$ cat src/hdl/ptc_pkg.sv
package ptc_pkg;

  // ****************************************
  // Register offsets (byte addresses)
  // ****************************************
  localparam logic [7:0] ADDR_LOWER_CTRL = 8'h00;
  localparam logic [7:0] ADDR_UPPER_CTRL = 8'h04;
  localparam logic [7:0] ADDR_LOWER_PER  = 8'h08;
  localparam logic [7:0] ADDR_UPPER_PER  = 8'h0C;
  localparam logic [7:0] ADDR_LOWER_CNT  = 8'h10;
  localparam logic [7:0] ADDR_UPPER_CNT  = 8'h14;
  localparam logic [7:0] ADDR_IRQ_STAT   = 8'h18;
  localparam logic [7:0] ADDR_IRQ_CLR    = 8'h1C;
  localparam logic [7:0] ADDR_IRQ_EN     = 8'h20;

  // ****************************************
  // Control field positions
  // ****************************************
  localparam int BIT_COUNT_RUN    = 15;
  localparam int BIT_HALT_IDLE    = 13;
  localparam int BIT_GATE_EN      = 6;
  localparam int BIT_PRESC_HI     = 5;
  localparam int BIT_PRESC_LO     = 4;
  localparam int BIT_CASCADE      = 3;
  localparam int BIT_CLK_SRC      = 1;

  // Implemented bits; all others read zero
  localparam logic [15:0] LOWER_CTRL_MASK = 16'hA07A;
  localparam logic [15:0] UPPER_CTRL_MASK = 16'hA072;

  // ****************************************
  // Reset values
  // ****************************************
  localparam logic [15:0] CTRL_RESET   = 16'h0000;
  localparam logic [15:0] PERIOD_RESET = 16'hFFFF;
  localparam logic [15:0] COUNT_MAX    = 16'hFFFF;

  // ****************************************
  // Prescaler terminal counts
  // ****************************************
  localparam logic [1:0] PRESC_DIV1   = 2'h0;
  localparam logic [1:0] PRESC_DIV8   = 2'h1;
  localparam logic [1:0] PRESC_DIV64  = 2'h2;
  localparam logic [1:0] PRESC_DIV256 = 2'h3;
  localparam logic [7:0] PRESC_LIM1   = 8'h00;
  localparam logic [7:0] PRESC_LIM8   = 8'h07;
  localparam logic [7:0] PRESC_LIM64  = 8'h3F;
  localparam logic [7:0] PRESC_LIM256 = 8'hFF;

  // ****************************************
  // Interrupt status layout
  // ****************************************
  localparam int IRQ_LOWER = 0;
  localparam int IRQ_UPPER = 1;

endpackage

$ cat src/hdl/ptc_tick.sv
`timescale 1ns/1ps
module ptc_tick
  import ptc_pkg::*;
(
  // Clock and reset
  input  wire logic       clock,
  input  wire logic       rst_b,
  input  wire logic       ce,
  // Configuration
  input  wire logic       run,
  input  wire logic       ext_sel,
  input  wire logic       gate_en,
  input  wire logic [1:0] presc_sel,
  // Pins
  input  wire logic       ext_pin,
  input  wire logic       gate_pin,
  // Events
  output logic            tick,
  output logic            gate_fall
);

  typedef struct packed {
    logic       pin_q;
    logic       gate_q;
    logic [7:0] presc_cnt;
  } ptc_tick_s;

  ptc_tick_s r;
  ptc_tick_s next_r;
  logic      gated;
  logic      qual;
  logic [7:0] lim;

  always_comb
  begin
    next_r = r;
    tick = 1'b0;
    next_r.pin_q = ext_pin;
    next_r.gate_q = gate_pin;
    // Gate only meaningful on the internal clock
    gated = gate_en & ~ext_sel;
    // Pin edge is found on the system clock, never async
    qual = (ext_sel ? (ext_pin & ~r.pin_q) : 1'b1) & (~gated | gate_pin);
    unique case (presc_sel)
      PRESC_DIV1:  lim = PRESC_LIM1;
      PRESC_DIV8:  lim = PRESC_LIM8;
      PRESC_DIV64: lim = PRESC_LIM64;
      PRESC_DIV256: lim = PRESC_LIM256;
    endcase
    if (!run)
    begin
      next_r.presc_cnt = 8'h00;
    end
    else if (qual)
    begin
      if (r.presc_cnt == lim)
      begin
        tick = 1'b1;
        next_r.presc_cnt = 8'h00;
      end
      else
      begin
        next_r.presc_cnt = r.presc_cnt + 8'h01;
      end
    end
    gate_fall = run & gated & r.gate_q & ~gate_pin;
  end

  always_ff @(posedge clock)
  begin
    if (!rst_b)
    begin
      r <= '0;
    end
    else if (ce)
    begin
      r <= next_r;
    end
  end

endmodule

$ cat src/hdl/ptc_count16.sv
`timescale 1ns/1ps
module ptc_count16
  import ptc_pkg::*;
(
  // Clock and reset
  input  wire logic        clock,
  input  wire logic        rst_b,
  input  wire logic        ce,
  // Control
  input  wire logic        inc,
  input  wire logic        clr,
  input  wire logic        load,
  input  wire logic [15:0] load_val,
  // Value
  output logic [15:0]      value
);

  typedef struct packed {
    logic [15:0] value;
  } ptc_cnt_s;

  ptc_cnt_s r;
  ptc_cnt_s next_r;

  always_comb
  begin
    next_r = r;
    // Software load beats the period reset
    if (load)
    begin
      next_r.value = load_val;
    end
    else if (clr)
    begin
      next_r.value = 16'h0000;
    end
    else if (inc)
    begin
      next_r.value = r.value + 16'h0001;
    end
    value = r.value;
  end

  always_ff @(posedge clock)
  begin
    if (!rst_b)
    begin
      r <= '0;
    end
    else if (ce)
    begin
      r <= next_r;
    end
  end

endmodule

$ cat src/hdl/ptc_timer_pair.sv
//
// How it works
// - Lower run bit starts lower timer, or the whole pair when cascaded.
// - Halt-in-idle bit set stops the timer while the device idles.
// - Gate bit enables gated accumulation on internal clock only.
// - Two-bit prescale field divides by 1, 8, 64 or 256.
// - Cascade bit joins both halves into one 32-bit timer.
// - Lower clock-source bit selects rising edges of its external pin.
// - Upper clock-source bit selects its own pin, where that pin exists.
// - Upper run bit starts upper as independent 16-bit timer.
// - In cascade, upper run, gate, prescale, source bits do nothing.
// - Unimplemented control bits read zero and ignore writes.
// - Lower holds the low word, upper the high word in cascade.
// - Cascade uses lower clock and gate, flags through upper interrupt bit.
// - External counting is always synchronised to the system clock.
//
// Decided for this implementation: the address map and the APB interface to the registers.
`timescale 1ns/1ps
module ptc_timer_pair
  import ptc_pkg::*;
#(
  parameter bit UPPER_PIN_PRESENT = 1'b1
)
(
  // Clock and reset
  input  wire logic        clock,
  input  wire logic        rst_b,
  input  wire logic        ce,
  // APB slave
  input  wire logic        psel,
  input  wire logic        penable,
  input  wire logic        pwrite,
  input  wire logic [7:0]  paddr,
  input  wire logic [31:0] pwdata,
  output logic             pready,
  output logic [31:0]      prdata,
  output logic             pslverr,
  // Device pins and power state
  input  wire logic        idle_mode,
  input  wire logic        lower_ext_clock_pin,
  input  wire logic        upper_ext_clock_pin,
  input  wire logic        lower_gate_pin,
  input  wire logic        upper_gate_pin,
  // Interrupt
  output logic             irq
);

  // ****************************************
  // State
  // ****************************************
  typedef struct packed {
    logic [15:0] lower_timer_control;
    logic [15:0] upper_timer_control;
    logic [15:0] lower_period;
    logic [15:0] upper_period;
    logic [1:0]  status;
    logic [1:0]  irq_en;
    logic        pready;
    logic [31:0] prdata;
    logic        pslverr;
    logic        irq;
  } ptc_pair_s;

  ptc_pair_s r;
  ptc_pair_s next_r;

  logic [15:0] lower_cnt;
  logic [15:0] upper_cnt;
  logic        lower_tick;
  logic        upper_tick;
  logic        lower_gfall;
  logic        upper_gfall;
  logic        cascade;
  logic        lower_run;
  logic        upper_run;
  logic        upper_src;
  logic        upper_pin;
  logic        access;
  logic        wr_go;
  logic        addr_ok;
  logic        lower_inc;
  logic        lower_clr;
  logic        upper_inc;
  logic        upper_clr;
  logic        lower_load;
  logic        upper_load;
  logic        match32;
  logic        lower_match;
  logic        upper_match;
  logic [1:0]  set_ev;
  logic [1:0]  clr_ev;

  // ****************************************
  // Run and source decode
  // ****************************************
  always_comb
  begin
    cascade = r.lower_timer_control[BIT_CASCADE];
    // Cascade also obeys upper halt bit, so software must clear it
    lower_run = r.lower_timer_control[BIT_COUNT_RUN]
                & ~(idle_mode & r.lower_timer_control[BIT_HALT_IDLE])
                & ~(cascade & idle_mode
                    & r.upper_timer_control[BIT_HALT_IDLE]);
    upper_run = ~cascade & r.upper_timer_control[BIT_COUNT_RUN]
                & ~(idle_mode & r.upper_timer_control[BIT_HALT_IDLE]);
    // Pinless variants fall back to the internal clock
    upper_src = r.upper_timer_control[BIT_CLK_SRC] & UPPER_PIN_PRESENT;
    upper_pin = upper_ext_clock_pin & UPPER_PIN_PRESENT;
  end

  // ****************************************
  // Tick generators
  // ****************************************
  ptc_tick u_lower_tick (
    .clock     (clock),
    .rst_b     (rst_b),
    .ce        (ce),
    .run       (lower_run),
    .ext_sel   (r.lower_timer_control[BIT_CLK_SRC]),
    .gate_en   (r.lower_timer_control[BIT_GATE_EN]),
    .presc_sel (r.lower_timer_control[BIT_PRESC_HI:BIT_PRESC_LO]),
    .ext_pin   (lower_ext_clock_pin),
    .gate_pin  (lower_gate_pin),
    .tick      (lower_tick),
    .gate_fall (lower_gfall)
  );

  ptc_tick u_upper_tick (
    .clock     (clock),
    .rst_b     (rst_b),
    .ce        (ce),
    .run       (upper_run),
    .ext_sel   (upper_src),
    .gate_en   (r.upper_timer_control[BIT_GATE_EN]),
    .presc_sel (r.upper_timer_control[BIT_PRESC_HI:BIT_PRESC_LO]),
    .ext_pin   (upper_pin),
    .gate_pin  (upper_gate_pin),
    .tick      (upper_tick),
    .gate_fall (upper_gfall)
  );

  // ****************************************
  // Count control
  // ****************************************
  always_comb
  begin
    wr_go = psel & penable & pwrite & r.pready;
    lower_load = wr_go & (paddr == ADDR_LOWER_CNT);
    upper_load = wr_go & (paddr == ADDR_UPPER_CNT);
    // Full 32-bit compare in cascade
    match32 = cascade & lower_tick & (lower_cnt == r.lower_period)
              & (upper_cnt == r.upper_period);
    lower_match = ~cascade & lower_tick & (lower_cnt == r.lower_period);
    upper_match = upper_tick & (upper_cnt == r.upper_period);
    lower_inc = lower_tick;
    lower_clr = match32 | lower_match;
    // Lower word carries into upper word
    upper_inc = cascade ? (lower_tick & (lower_cnt == COUNT_MAX)) : upper_tick;
    upper_clr = match32 | upper_match;
    set_ev = 2'b00;
    if (cascade)
    begin
      set_ev[IRQ_UPPER] = match32 | lower_gfall;
    end
    else
    begin
      set_ev[IRQ_LOWER] = lower_match | lower_gfall;
      set_ev[IRQ_UPPER] = upper_match | upper_gfall;
    end
  end

  ptc_count16 u_lower_cnt (
    .clock    (clock),
    .rst_b    (rst_b),
    .ce       (ce),
    .inc      (lower_inc),
    .clr      (lower_clr),
    .load     (lower_load),
    .load_val (pwdata[15:0]),
    .value    (lower_cnt)
  );

  ptc_count16 u_upper_cnt (
    .clock    (clock),
    .rst_b    (rst_b),
    .ce       (ce),
    .inc      (upper_inc),
    .clr      (upper_clr),
    .load     (upper_load),
    .load_val (pwdata[15:0]),
    .value    (upper_cnt)
  );

  // ****************************************
  // APB register file
  // ****************************************
  always_comb
  begin
    next_r = r;
    // One wait state: pready rises the cycle after access starts
    access = psel & penable & ~r.pready;
    unique case (paddr)
      ADDR_LOWER_CTRL,
      ADDR_UPPER_CTRL,
      ADDR_LOWER_PER,
      ADDR_UPPER_PER,
      ADDR_LOWER_CNT,
      ADDR_UPPER_CNT,
      ADDR_IRQ_STAT,
      ADDR_IRQ_CLR,
      ADDR_IRQ_EN: addr_ok = 1'b1;
      default:     addr_ok = 1'b0;
    endcase
    next_r.pready = access;
    if (access)
    begin
      next_r.pslverr = ~addr_ok;
      next_r.prdata = 32'h0000_0000;
      if (!pwrite)
      begin
        unique case (paddr)
          ADDR_LOWER_CTRL: next_r.prdata[15:0] = r.lower_timer_control;
          ADDR_UPPER_CTRL: next_r.prdata[15:0] = r.upper_timer_control;
          ADDR_LOWER_PER:  next_r.prdata[15:0] = r.lower_period;
          ADDR_UPPER_PER:  next_r.prdata[15:0] = r.upper_period;
          ADDR_LOWER_CNT:  next_r.prdata[15:0] = lower_cnt;
          ADDR_UPPER_CNT:  next_r.prdata[15:0] = upper_cnt;
          ADDR_IRQ_STAT:   next_r.prdata[1:0] = r.status;
          ADDR_IRQ_EN:     next_r.prdata[1:0] = r.irq_en;
          default:         next_r.prdata = 32'h0000_0000;
        endcase
      end
    end
    else
    begin
      next_r.pslverr = 1'b0;
    end
    clr_ev = 2'b00;
    if (wr_go)
    begin
      unique case (paddr)
        ADDR_LOWER_CTRL:
        begin
          next_r.lower_timer_control = pwdata[15:0] & LOWER_CTRL_MASK;
        end
        ADDR_UPPER_CTRL:
        begin
          next_r.upper_timer_control = pwdata[15:0] & UPPER_CTRL_MASK;
        end
        ADDR_LOWER_PER:  next_r.lower_period = pwdata[15:0];
        ADDR_UPPER_PER:  next_r.upper_period = pwdata[15:0];
        ADDR_IRQ_CLR:    clr_ev = pwdata[1:0];
        ADDR_IRQ_EN:     next_r.irq_en = pwdata[1:0];
        default:         next_r.irq_en = r.irq_en;
      endcase
    end
    // New event wins over a clear in the same cycle
    next_r.status = (r.status & ~clr_ev) | set_ev;
    next_r.irq = |(next_r.status & next_r.irq_en);
  end

  always_ff @(posedge clock)
  begin
    if (!rst_b)
    begin
      r <= '0;
      r.lower_timer_control <= CTRL_RESET;
      r.upper_timer_control <= CTRL_RESET;
      r.lower_period <= PERIOD_RESET;
      r.upper_period <= PERIOD_RESET;
    end
    else if (ce)
    begin
      r <= next_r;
    end
  end

  // ****************************************
  // Outputs
  // ****************************************
  always_comb
  begin
    pready = r.pready;
    prdata = r.prdata;
    pslverr = r.pslverr;
    irq = r.irq;
  end

endmodule

$ cat config.mk
export PLATFORM = sky130hd
export DESIGN_NAME = ptc_timer_pair
export DESIGN_NICKNAME = d
export VERILOG_FILES = /design/src/hdl/ptc_pkg.sv /design/src/hdl/ptc_tick.sv /design/src/hdl/ptc_count16.sv /design/src/hdl/ptc_timer_pair.sv
export SDC_FILE = /design/constraint.sdc
export NUM_CORES = 1
export LEC_CHECK = 0
export BUFFER_PORTS_ARGS = -buffer_cell sky130_fd_sc_hd__buf_2
export CORE_MARGIN = 2
export CORE_UTILIZATION = 55
export CTS_BUF_LIST = sky130_fd_sc_hd__clkbuf_4 sky130_fd_sc_hd__clkbuf_8 sky130_fd_sc_hd__clkbuf_16
export CTS_CLUSTER_SIZE = 20
export DETAILED_ROUTE_END_ITERATION = 8
export GPL_TIMING_DRIVEN = 0
export PLACE_DENSITY = 0.77
export SETUP_SLACK_MARGIN = 0.02
export SLEW_MARGIN = 30
export SYNTH_ARGS = -nofsm -noshare
export SYNTH_HDL_FRONTEND = slang
export SYNTH_SLANG_ARGS = --single-unit
$ cat constraint.sdc
create_clock -name clock -period 5 [get_ports clock]
set_input_delay 0 -clock clock [delete_from_list [all_inputs] [get_ports clock]]
set_output_delay 0 -clock clock [all_outputs]
set_load 0.02 [all_outputs]
Word-level counts from Yosys, hierarchy flattened
Index checks and enable logic that the tools add are counted.

word-level totals
  output and inout bits = 35
  logic and storage cells = 151
  bits in registers = 136
  input bits = 51

operators by class
  equal/unequal tests = 21
  multiplexer cells = 34
  reduce and logical (&&, ||, !) cells = 16
  bitwise gates (word level) = 58
  add/sub/neg operators = 4

operators by type and width
  cell                                                  count
  two-way mux 16 bit                                    7
  case mux 14 bit (6 select lines)                      1
  case mux 8 bit (4 select lines)                       2
  two-way mux 8 bit                                     6
  bitwise AND 1 bit                                     33
  adder 16 x 1 -> 16 bit (second input constant)        2
  equality test 16 bit                                  2
  equality test 8 x 5 -> 1 bit (second input constant)  4
  adder 8 x 1 -> 8 bit (second input constant)          2
  equality test 16 bit (second input constant)          1
  equality test 8 x 4 -> 1 bit (second input constant)  2
  equality test 8 bit                                   2
  case mux 2 bit (8 select lines)                       1
  inverter 1 bit                                        14
  two-way mux 1 bit                                     13
  AND reduction 3 bit                                   4
  AND reduction 2 bit                                   5
  OR reduction 9 bit                                    1
  equality test 2 bit (second input constant)           4
  equality test 8 x 3 -> 1 bit (second input constant)  1
  equality test 8 x 6 -> 1 bit (second input constant)  1
  zero test 8 bit                                       1
  two-way mux 2 bit                                     4
  OR 1 bit                                              7
  other kinds (8)                                       13

Depth between registers and ports, before layout
Gate-level depths: netlist of the first run.

  depth after elaboration = 15
  depth in mapped cells = 10
  gate-level depth less buffers = 8

Modules after synthesis
From an unflattened synthesis of the first run, not the netlist that was laid out.

unflattened totals
  cells, all modules = 875
  area total of the unflattened synthesis = 7508.5 um^2

by module, submodules not included
  module          times used  cells an instance  sequential area each (um^2)  area an instance (um^2)
  ptc_timer_pair  1           477                1361.3                       3985.1
  ptc_count16     2           128                320.3                        1066.0
  ptc_tick        2           71                 200.2                        695.7

Worst setup path after synthesis of the first run
No wires, ideal clock.

  path type = reg-to-reg
  start = register r[91] (netlist bit)
  end = register u_upper_cnt.r, in the netlist u_upper_cnt.value[4]
  stages on the path, launching flop included = 9
  arrival time = 2359 ps
  data required time = 4883 ps
  clock period less this slack = 2476 ps
  library setup time = 117 ps
  buffers on the path = 1
  path slack = 2524 ps
  cell sequence = dfxtp_1 -> or4_1 -> o22a_1 -> a2111oi_4 -> nand4bb_2 -> a41oi_1 -> buf_4 -> o21ai_1 -> a32o_1

between the ends
  cells in the longest elaborated chain, start to end = 12
  elaborated cells between the ends (all ways) = 19
  classes of those cells = 4 x eq/ne; 7 x mux; 5 x bitwise; 3 x reduce/logical

RTL lines
  what                                                                        RTL line               RTL
  start, declared                                                             ptc_timer_pair.sv:64   ptc_pair_s r;
  start signal, assigned                                                      ptc_timer_pair.sv:274  r <= next_r;
  equality test 2 bit (tied with other cells)                                 ptc_tick.sv:44         unique case (presc_sel)
  case mux 8 bit (4 select lines) *                                           ptc_tick.sv:44
  equality test 8 bit *                                                       ptc_tick.sv:56         if (r.presc_cnt == lim)
  two-way mux 1 bit *                                                         ptc_tick.sv:56
  two-way mux 1 bit *                                                         ptc_tick.sv:54         else if (qual)
  two-way mux 1 bit *                                                         ptc_tick.sv:50         if (!run)
  bitwise AND 1 bit (2 in series)                                             ptc_timer_pair.sv:151  match32 = cascade & lower_tick & (lower_cnt == r.lower_period)
  bitwise AND 1 bit                                                           ptc_timer_pair.sv:152  & (upper_cnt == r.upper_period);
  OR 1 bit                                                                    ptc_timer_pair.sv:159  upper_clr = match32 | upper_match;
  nonzero test 3 bit (no line) / two-way mux 16 bit (equally long branches)   n/a
  AND reduction 2 bit (no line) / two-way mux 16 bit (equally long branches)  n/a
  end signal, assigned                                                        ptc_count16.sv:52      r <= next_r;
  end, declared                                                               ptc_count16.sv:22      ptc_cnt_s r;

Every way passes the cells marked *; elsewhere a longest branch is shown, timed or not.
A chain may end at the register's enable or synchronous reset.

Final worst setup path of the first run
  start = register u_lower_cnt.r, in the netlist u_lower_cnt.value[0]
  end = register u_upper_cnt.r, in the netlist u_upper_cnt.value[11]

between the ends
  cells in the longest elaborated chain, start to end = 6
  elaborated cells between the ends (all ways) = 11
  classes of those cells = 2 x eq/ne; 3 x mux; 4 x bitwise; 2 x reduce/logical

RTL lines
  what                                                                        RTL line
  start, declared                                                             ptc_count16.sv:22
  start signal, assigned                                                      ptc_count16.sv:52
  equality test 16 bit                                                        ptc_timer_pair.sv:151
  bitwise AND 1 bit                                                           ptc_timer_pair.sv:151
  bitwise AND 1 bit                                                           ptc_timer_pair.sv:152
  OR 1 bit                                                                    ptc_timer_pair.sv:159
  nonzero test 3 bit (no line) / two-way mux 16 bit (equally long branches)   n/a
  AND reduction 2 bit (no line) / two-way mux 16 bit (equally long branches)  n/a

Several ways; a longest one is shown, not always the timed one.

==> results of run 1 <==
## sequential cells by signal, indices dropped and copies added (netlist names), 10 cells and up
signal,cells
u_upper_cnt.value,16
u_upper_tick.r,10
prdata,16
u_lower_tick.r,10
u_lower_cnt.value,16
r,48
## how the worst max path moves through the flow
stage / to / slack, ns / cells past startpoint
after floorplan: u_upper_cnt.value[4] / 2.52 / 8
after global placement: u_lower_cnt.value[13] / 1.96 / 8
after detailed placement: u_upper_cnt.value[11] / 1.95 / 8
after CTS: u_upper_cnt.value[11] / 1.93 / 8
after global routing: u_lower_cnt.value[13] / 1.72 / 8
final: u_upper_cnt.value[11] / 1.81 / 8
## through the flow
stage / total power (W) / hold WS (ns)
2_1_floorplan: 0.001051 / 0.1240
3_3_place_gp: 0.001103 / 0.2599
6_report: 0.002607 / 0.08129
3_5_place_dp: 0.001104 / 0.2609
5_1_grt: 0.002653 / 0.1372
4_1_cts: 0.002603 / 0.06786
## cell usage in the layout (no fill, tap or decap), types with 16 or more instances in the layout
master | Yosys | layout
and3_1 | 20 | 20
nand4_1 | 18 | 18
buf_4 | 33 | 33
a21oi_1 | 51 | 51
o21ai_0 | 17 | 17
xor2_1 | 24 | 24
clkbuf_1 | 52 | 52
clkbuf_16 | 0 | 17
nand3_1 | 61 | 61
o21ai_1 | 24 | 24
conb_1 | 1 | 16
nor2_1 | 91 | 91
dfxtp_1 | 120 | 120
xnor2_1 | 24 | 24
a22oi_1 | 31 | 31
mux2i_1 | 20 | 20
nand2_1 | 119 | 119
dlygate4sd3_1 | 0 | 20
buf_2 | 4 | 56
## logic make-up after synthesis
group           Yosys count
mux                      33
flops                   120
compound gates          184
buf+inv                  98
fa+ha+maj                 4
simple gates            387
xor+xnor                 48
other cells               1
## layout make-up
cell class                      instances  share of cell area [%]
Buffer                                 90                   5.749
Multi-Input combinational cell        672                   47.97
Timing Repair Buffer                   72                   5.583
Clock inverter                         13                   3.322
Inverter                                8                  0.3641
Sequential cell                       120                   29.13
Tap cell                              168                   2.549
Clock buffer                           19                   5.340
## power by group through the flow
stage          clock network, W  registers [W]  logic [W]
4_1_cts                 0.00151       0.000967   0.000129
6_report                0.00151       0.000967   0.000133
3_5_place_dp                  0       0.000987   0.000116
3_3_place_gp                  0       0.000987   0.000116
2_1_floorplan                 0       0.000987  0.0000642
5_1_grt                 0.00155       0.000967   0.000140
## layer usage
layer	vias to the layer above	global-route usage [%]	wire (µm)
met4	0	15.50	846
met2	415	50.00	9399
li1	3294	-	-
met1	3199	43.96	9034
met3	73	9.700	2341
met5	-	0	0
## critical path, stage by stage, from the launching register on
cell      delay (ns)
dfxtp_1         0.47
ha_1            0.24
nand3_1         0.14
or2_1           0.33
nor4_1          0.80
a21boi_1        0.41
or3_1           0.45
a21oi_1         0.15
nor3_1          0.06
## what timing repair did
item,CTS,global route
resized for setup,0,0
hold endpoints to repair,60,0
hold buffers,20,0
==> out/qor.yml, run 1 <==
critical_path:
  crit_path_start: "u_lower_cnt.value[0]"
  end_kind: "flip-flop"
  reg2reg_to: "u_upper_cnt.value[11]"
  cp_max_fo: 8
  rr_worst_depth: 8
  reg2reg_from: "u_lower_cnt.value[0]"
  required_ns: 5.31
  arrival_ns: 3.51
  critical_path.startpoint_type: "flip-flop"
  timing.reg2reg.setup_slack_ns: 1.81
  worstSetupPathType: "reg2reg"
sta:
  timing.fmax_mhz: 313.1
  rsz0062_at_grt: "no"
  fin_crit_ns: 3.194
  finalCritPeriodShare_pct: 63.87
  fin_ws_ns: 1.806
  hold_violations: 0
  setup_violations: 0
  clock_skew_ns: 0.01169
  relSlewSlack_pct: 40.13
  drv_slew: 0
  finalSetupTns_ns: 0
  tightest_slew_ns: 0.8898
logic_synthesis:
  synth_top_area_share_pct: 35.29
  yosysSeqAreaShare_pct: 35.29
  synth-simple-area-share_pct: 27.52
  ys_top_cells_by_area: "dfxtp_1, nand2_1, nor2_1, nand3_1, a21oi_1"
  synth_top_family_by_area: "simple AND/OR/NAND/NOR gates"
  avgSynthCellArea_um2: 7.779
  synth-edff-count: 0
  synthMuxAreaShare_pct: 5.092
  yosysUniqueCellTypes: 64
  synthAdderAreaFrac_pct: 0.7353
  synth_cells: 875
  synthesis.area_um2: 6807
  synth_top_flop_cell: "dfxtp_1"
  synth_xor_area_share_pct: 6.176
  yosys-top-cells-count: "dfxtp_1, nand2_1, nor2_1"
  synth-compound-area-share_pct: 17.72
  yosysTopAreaCell: "dfxtp_1"
  yosys_register_bits: 120
  synth_warnings: 0
  synth_most_common_cell: "dfxtp_1"
  async_flop_share_pct: 0
clock_network:
  htreeDepth: 4
  clock_latency_ns: 0.43
  cts-root-buf: "clkbuf_16"
  clock-sinks: 120
  postCtsSetupBuffers: 0
  tritoncts: "built"
  clkTransAtPathRegs_ns: 0.06
  cts_buffer_depth: 2
  cts-buffers-inserted: 17
route:
  routed_wirelength_um: 21620
  antenna_left: 0
  first_pass_iters: 6
  drcViolationCount: 0
  routed-via-count: 6981
  routedWlPerCell_um: 18.61
  drtIter0Drc: 739
  via_per_inst: 6.008
cells_and_area:
  synthToLayoutAreaGrowth_pct: 21.18
  diodes: 0
  multi_input_area_um2: 3956
  final_util_pct: 68.38
  fillers: 1058
  nets: 1036
  final_cell_count_no_fill: 1162
  drive_gt1_share_pct: 14.39
  seq_area_um2: 2402
  fin_area_um2: 8248
power_and_ir_drop:
  power_density_nw_per_um2: 316.0
  leakage_nw: 3.328
  max-vdd-ir-drop_uv: 432.3
  share_seq_of_total_power_pct: 37.1
  internal_power_w: 0.002053
  p_clk_share_pct: 57.8
  switchingPower_w: 0.0005540
  p_sw_share_pct: 21.25
  power_frac_comb_pct: 5.1
global_route:
  grt_pass1_wl_um: 33390
  grtUsageTotal_pct: 33.22
  grt_max_degree: 17
  grt_overflow: 0
  grt_pass1_vias: 6327
  antenna_found_initial: 0
floorplanning:
  row_count: 40
  dieArea_um2: 13280
  core_area_um2: 12060
  die_w_um: 115.2
  die_y_um: 115.2
  start_util_pct: 56.43
  io_pins: 86
worst_hold_path:
  min_to: "prdata[6]"
  hold_class: "in2reg"
  holdCritStartpoint: "pwrite"
  hold_depth: 4
placed_design:
  portBuffers: 52
  placed_cell_area_um2: 7333
  hpwlAfterDp_um: 15670
  place_congestion: 1.015
  place_ws_ns: 1.950
  dp.cells: 1110
flow_run:
  max_cap_violations: 0
status:
  status: "completed"
No activity file was read; power rests on OpenSTA's default activity.
==> run 2: changes to the inputs <==
--- a/config.mk
+++ b/config.mk
@@ -5,9 +5,10 @@
 export SDC_FILE = /design/constraint.sdc
 export NUM_CORES = 1
 export LEC_CHECK = 0
+export ABC_AREA = 1
 export BUFFER_PORTS_ARGS = -buffer_cell sky130_fd_sc_hd__buf_2
 export CORE_MARGIN = 2
-export CORE_UTILIZATION = 55
+export CORE_UTILIZATION = 53
 export CTS_BUF_LIST = sky130_fd_sc_hd__clkbuf_4 sky130_fd_sc_hd__clkbuf_8 sky130_fd_sc_hd__clkbuf_16
 export CTS_CLUSTER_SIZE = 20
 export DETAILED_ROUTE_END_ITERATION = 8
==> constraint.sdc (replaced) <==
create_clock -name clock -period 2.9 [get_ports clock]
set_input_delay 0 -clock clock [delete_from_list [all_inputs] [get_ports clock]]
set_output_delay 0 -clock clock [all_outputs]
set_load 0.02 [all_outputs]
==> out/qor.yml, run 2 <==
critical_path:
  end_kind: "flip-flop"
  crit_buf_inv: 1
  crit_path_start: "u_lower_cnt.value[1]"
  critPathTopFamily: "simple AND/OR/NAND/NOR gates"
  timing.reg2reg.setup_slack_ns: 0.68
  reg2reg_from: "u_lower_cnt.value[1]"
  reg2reg_to: "u_upper_cnt.value[6]"
  arrival_ns: 2.54
  path_cells: "ha_1 -> nand3_2 -> nor2_4 -> nand2_4 -> nor2_8 -> nand4_4 -> nor2_1 -> nand2_1 -> o21ai_0 -> o21ai_1 -> buf_2 -> nor2_1 -> nor2_1"
  cpMostUsedCell: "nor2_1"
  crit_cells: 13
  critical-path-max-stage-delay_ns: 0.41
  endpoint: "u_upper_cnt.value[6]"
  cp_max_fo: 10
  worstSetupPathType: "reg2reg"
  rr_worst_depth: 13
  cp_slowest_cell: "dfxtp_1"
  critical_path.startpoint_type: "flip-flop"
  required_ns: 3.22
logic_synthesis:
  synthesis.area_um2: 7258
  synth_warnings: 0
  yosys_register_bits: 120
  yosysSeqAreaShare_pct: 33.10
  ys_top_cells_by_area: "dfxtp_1, nand2_1, inv_1, nor2_1, a21oi_1"
  synth_top_area_share_pct: 33.10
  synth_most_common_cell: "nand2_1"
  yosys-top-cells-count: "nand2_1, dfxtp_1, inv_1, nor2_1, a21oi_1"
  synth-edff-count: 0
  synth_cells: 1097
  async_flop_share_pct: 0
  yosysTopAreaCell: "dfxtp_1"
  synth_top_flop_cell: "dfxtp_1"
  avgSynthCellArea_um2: 6.616
  yosysUniqueCellTypes: 46
power_and_ir_drop:
  p_sw_share_pct: 22.64
  power_frac_comb_pct: 5.6
  share_seq_of_total_power_pct: 42.8
  max-vdd-ir-drop_uv: 407.7
  power_density_nw_per_um2: 453.0
  p_clk_share_pct: 51.6
  leakage_nw: 3.946
  internal_power_w: 0.003005
  switchingPower_w: 0.0008792
sta:
  clock_skew_ns: 0.007481
  setup_violations: 0
  relSlewSlack_pct: 53.07
  hold_violations: 0
  drv_slew: 0
  whs_ns: 0.02558
  fin_crit_ns: 2.216
  tightest_slew_ns: 0.6980
  timing.fmax_mhz: 451.3
  rsz0062_at_grt: "no"
  finalCritPeriodShare_pct: 76.41
  fin_ws_ns: 0.6840
  finalSetupTns_ns: 0
cells_and_area:
  synthToLayoutAreaGrowth_pct: 18.12
  drive_gt1_share_pct: 15.64
  diodes: 0
  largest-register: "r"
  final_common_cell: "nand2_1"
  fin_area_um2: 8573
  nets: 1261
  most-common-layout-cells: "nand2_1, dfxtp_1, inv_1, nor2_1, a21oi_1"
  fillers: 1186
  largest_register_ffs: 48
route:
  via_per_inst: 5.588
  antenna_left: 0
  drtIter0Drc: 861
  routed-via-count: 7773
  first_pass_iters: 5
  routedWlPerCell_um: 16.34
  drcViolationCount: 0
  routed_wirelength_um: 22720
floorplanning:
  start_util_pct: 54.59
  dieArea_um2: 14650
  die_y_um: 121.0
  die_w_um: 121.0
  io_pins: 86
  row_count: 42
  core_area_um2: 13300
global_route:
  grt_max_degree: 17
  grt_pass1_vias: 6993
  grtUsageTotal_pct: 31.67
  grt_pass1_wl_um: 35940
  antenna_found_initial: 0
  grt_overflow: 0
clock_network:
  cts_resized: 0
  clock_latency_ns: 0.43
  clock-sinks: 120
  htreeDepth: 4
  clkTransAtPathRegs_ns: 0.05
  cts-buffers-inserted: 17
  cts-root-buf: "clkbuf_16"
  tritoncts: "built"
  cts_buffer_depth: 2
placed_design:
  place_congestion: 0.9716
  portBuffers: 52
  hpwlAfterDp_um: 16780
  place_ws_ns: 0.7783
  placed_cell_area_um2: 7795
status:
  status: "completed"
flow_run:
  max_cap_violations: 0
worst_hold_path:
  hold_class: "in2reg"
  hold_depth: 5
run 2: stage by stage:
stage	power, W	util, %	instances
finish	0.003884	64.48	1391
global route	0.003960	64.48	1391
CTS	0.003876	64.48	1391
detailed placement	0.001884	58.63	1340
global placement	0.001881	58.63	1340
floorplan	0.001804	-	1112
run 2: logic make-up after synthesis:
group	count (synthesis)	share of synthesized area [%]
compound gates	235	18.70
fa+ha+maj	4	0.6896
flops	120	33.10
xor+xnor	36	4.344
buf+inv	207	13.05
other cells	1	0.05167
simple gates	494	30.06
run 2: worst reg2reg max path: stages, from the launching register on:
cell and delay (ns):
dfxtp_1 0.41, ha_1 0.23, nand3_2 0.13, nor2_4 0.17
nand2_4 0.10, nor2_8 0.12, nand4_4 0.13, nor2_1 0.13
nand2_1 0.05, o21ai_0 0.11, o21ai_1 0.14, buf_2 0.22
nor2_1 0.12, nor2_1 0.05
run 2: power groups by stage:
stage / Sequential (W) / Combinational [W] / Clock [W]
final: 0.00166 / 0.000217 / 0.00200
after global routing: 0.00166 / 0.000232 / 0.00206
after CTS: 0.00166 / 0.000210 / 0.00200
after global placement: 0.00170 / 0.000184 / 0
after floorplan: 0.00170 / 0.000106 / 0
after detailed placement: 0.00170 / 0.000186 / 0
run 2: metal layers:
layer  wire [µm]  track usage, %  vias to the layer above
met5          42               0                        -
met4         723           13.30                        2
met3        2473           6.156                       66
met2       10170           49.61                      444
met1        9313           42.54                     3526
li1            -               -                     3735
run 2: repair_timing:
action                     CTS  global route
hold endpoints to repair    62             0
hold buffers                23             0
setup endpoints to repair    0             0
buffers inserted             0             0
run 2: cell type report:
| class | count | area, µm² | area share, % |
|---|---|---|---|
| clock inverters | 4 | 45.04 | 0.5254 |
| inverters | 138 | 524.3 | 6.115 |
| plain buffers | 69 | 422.9 | 4.933 |
| well taps | 176 | 220.2 | 2.569 |
| clock buffers | 24 | 503.0 | 5.867 |
| multi-input cells | 785 | 3965 | 46.25 |
| flip-flops and latches | 120 | 2402 | 28.02 |
| repair buffers | 75 | 490.5 | 5.721 |
run 2: worst min-delay path by stage:
stage	slack, ns	start	endpoint
final	0.03	penable	pslverr
after global routing	0.05	penable	pslverr
after CTS	0.01	penable	pslverr
after detailed placement	0.26	lower_gate_pin	u_lower_tick.r[8]
after global placement	0.25	lower_gate_pin	u_lower_tick.r[8]
after floorplan	0.13	pwdata[3]	r[58]
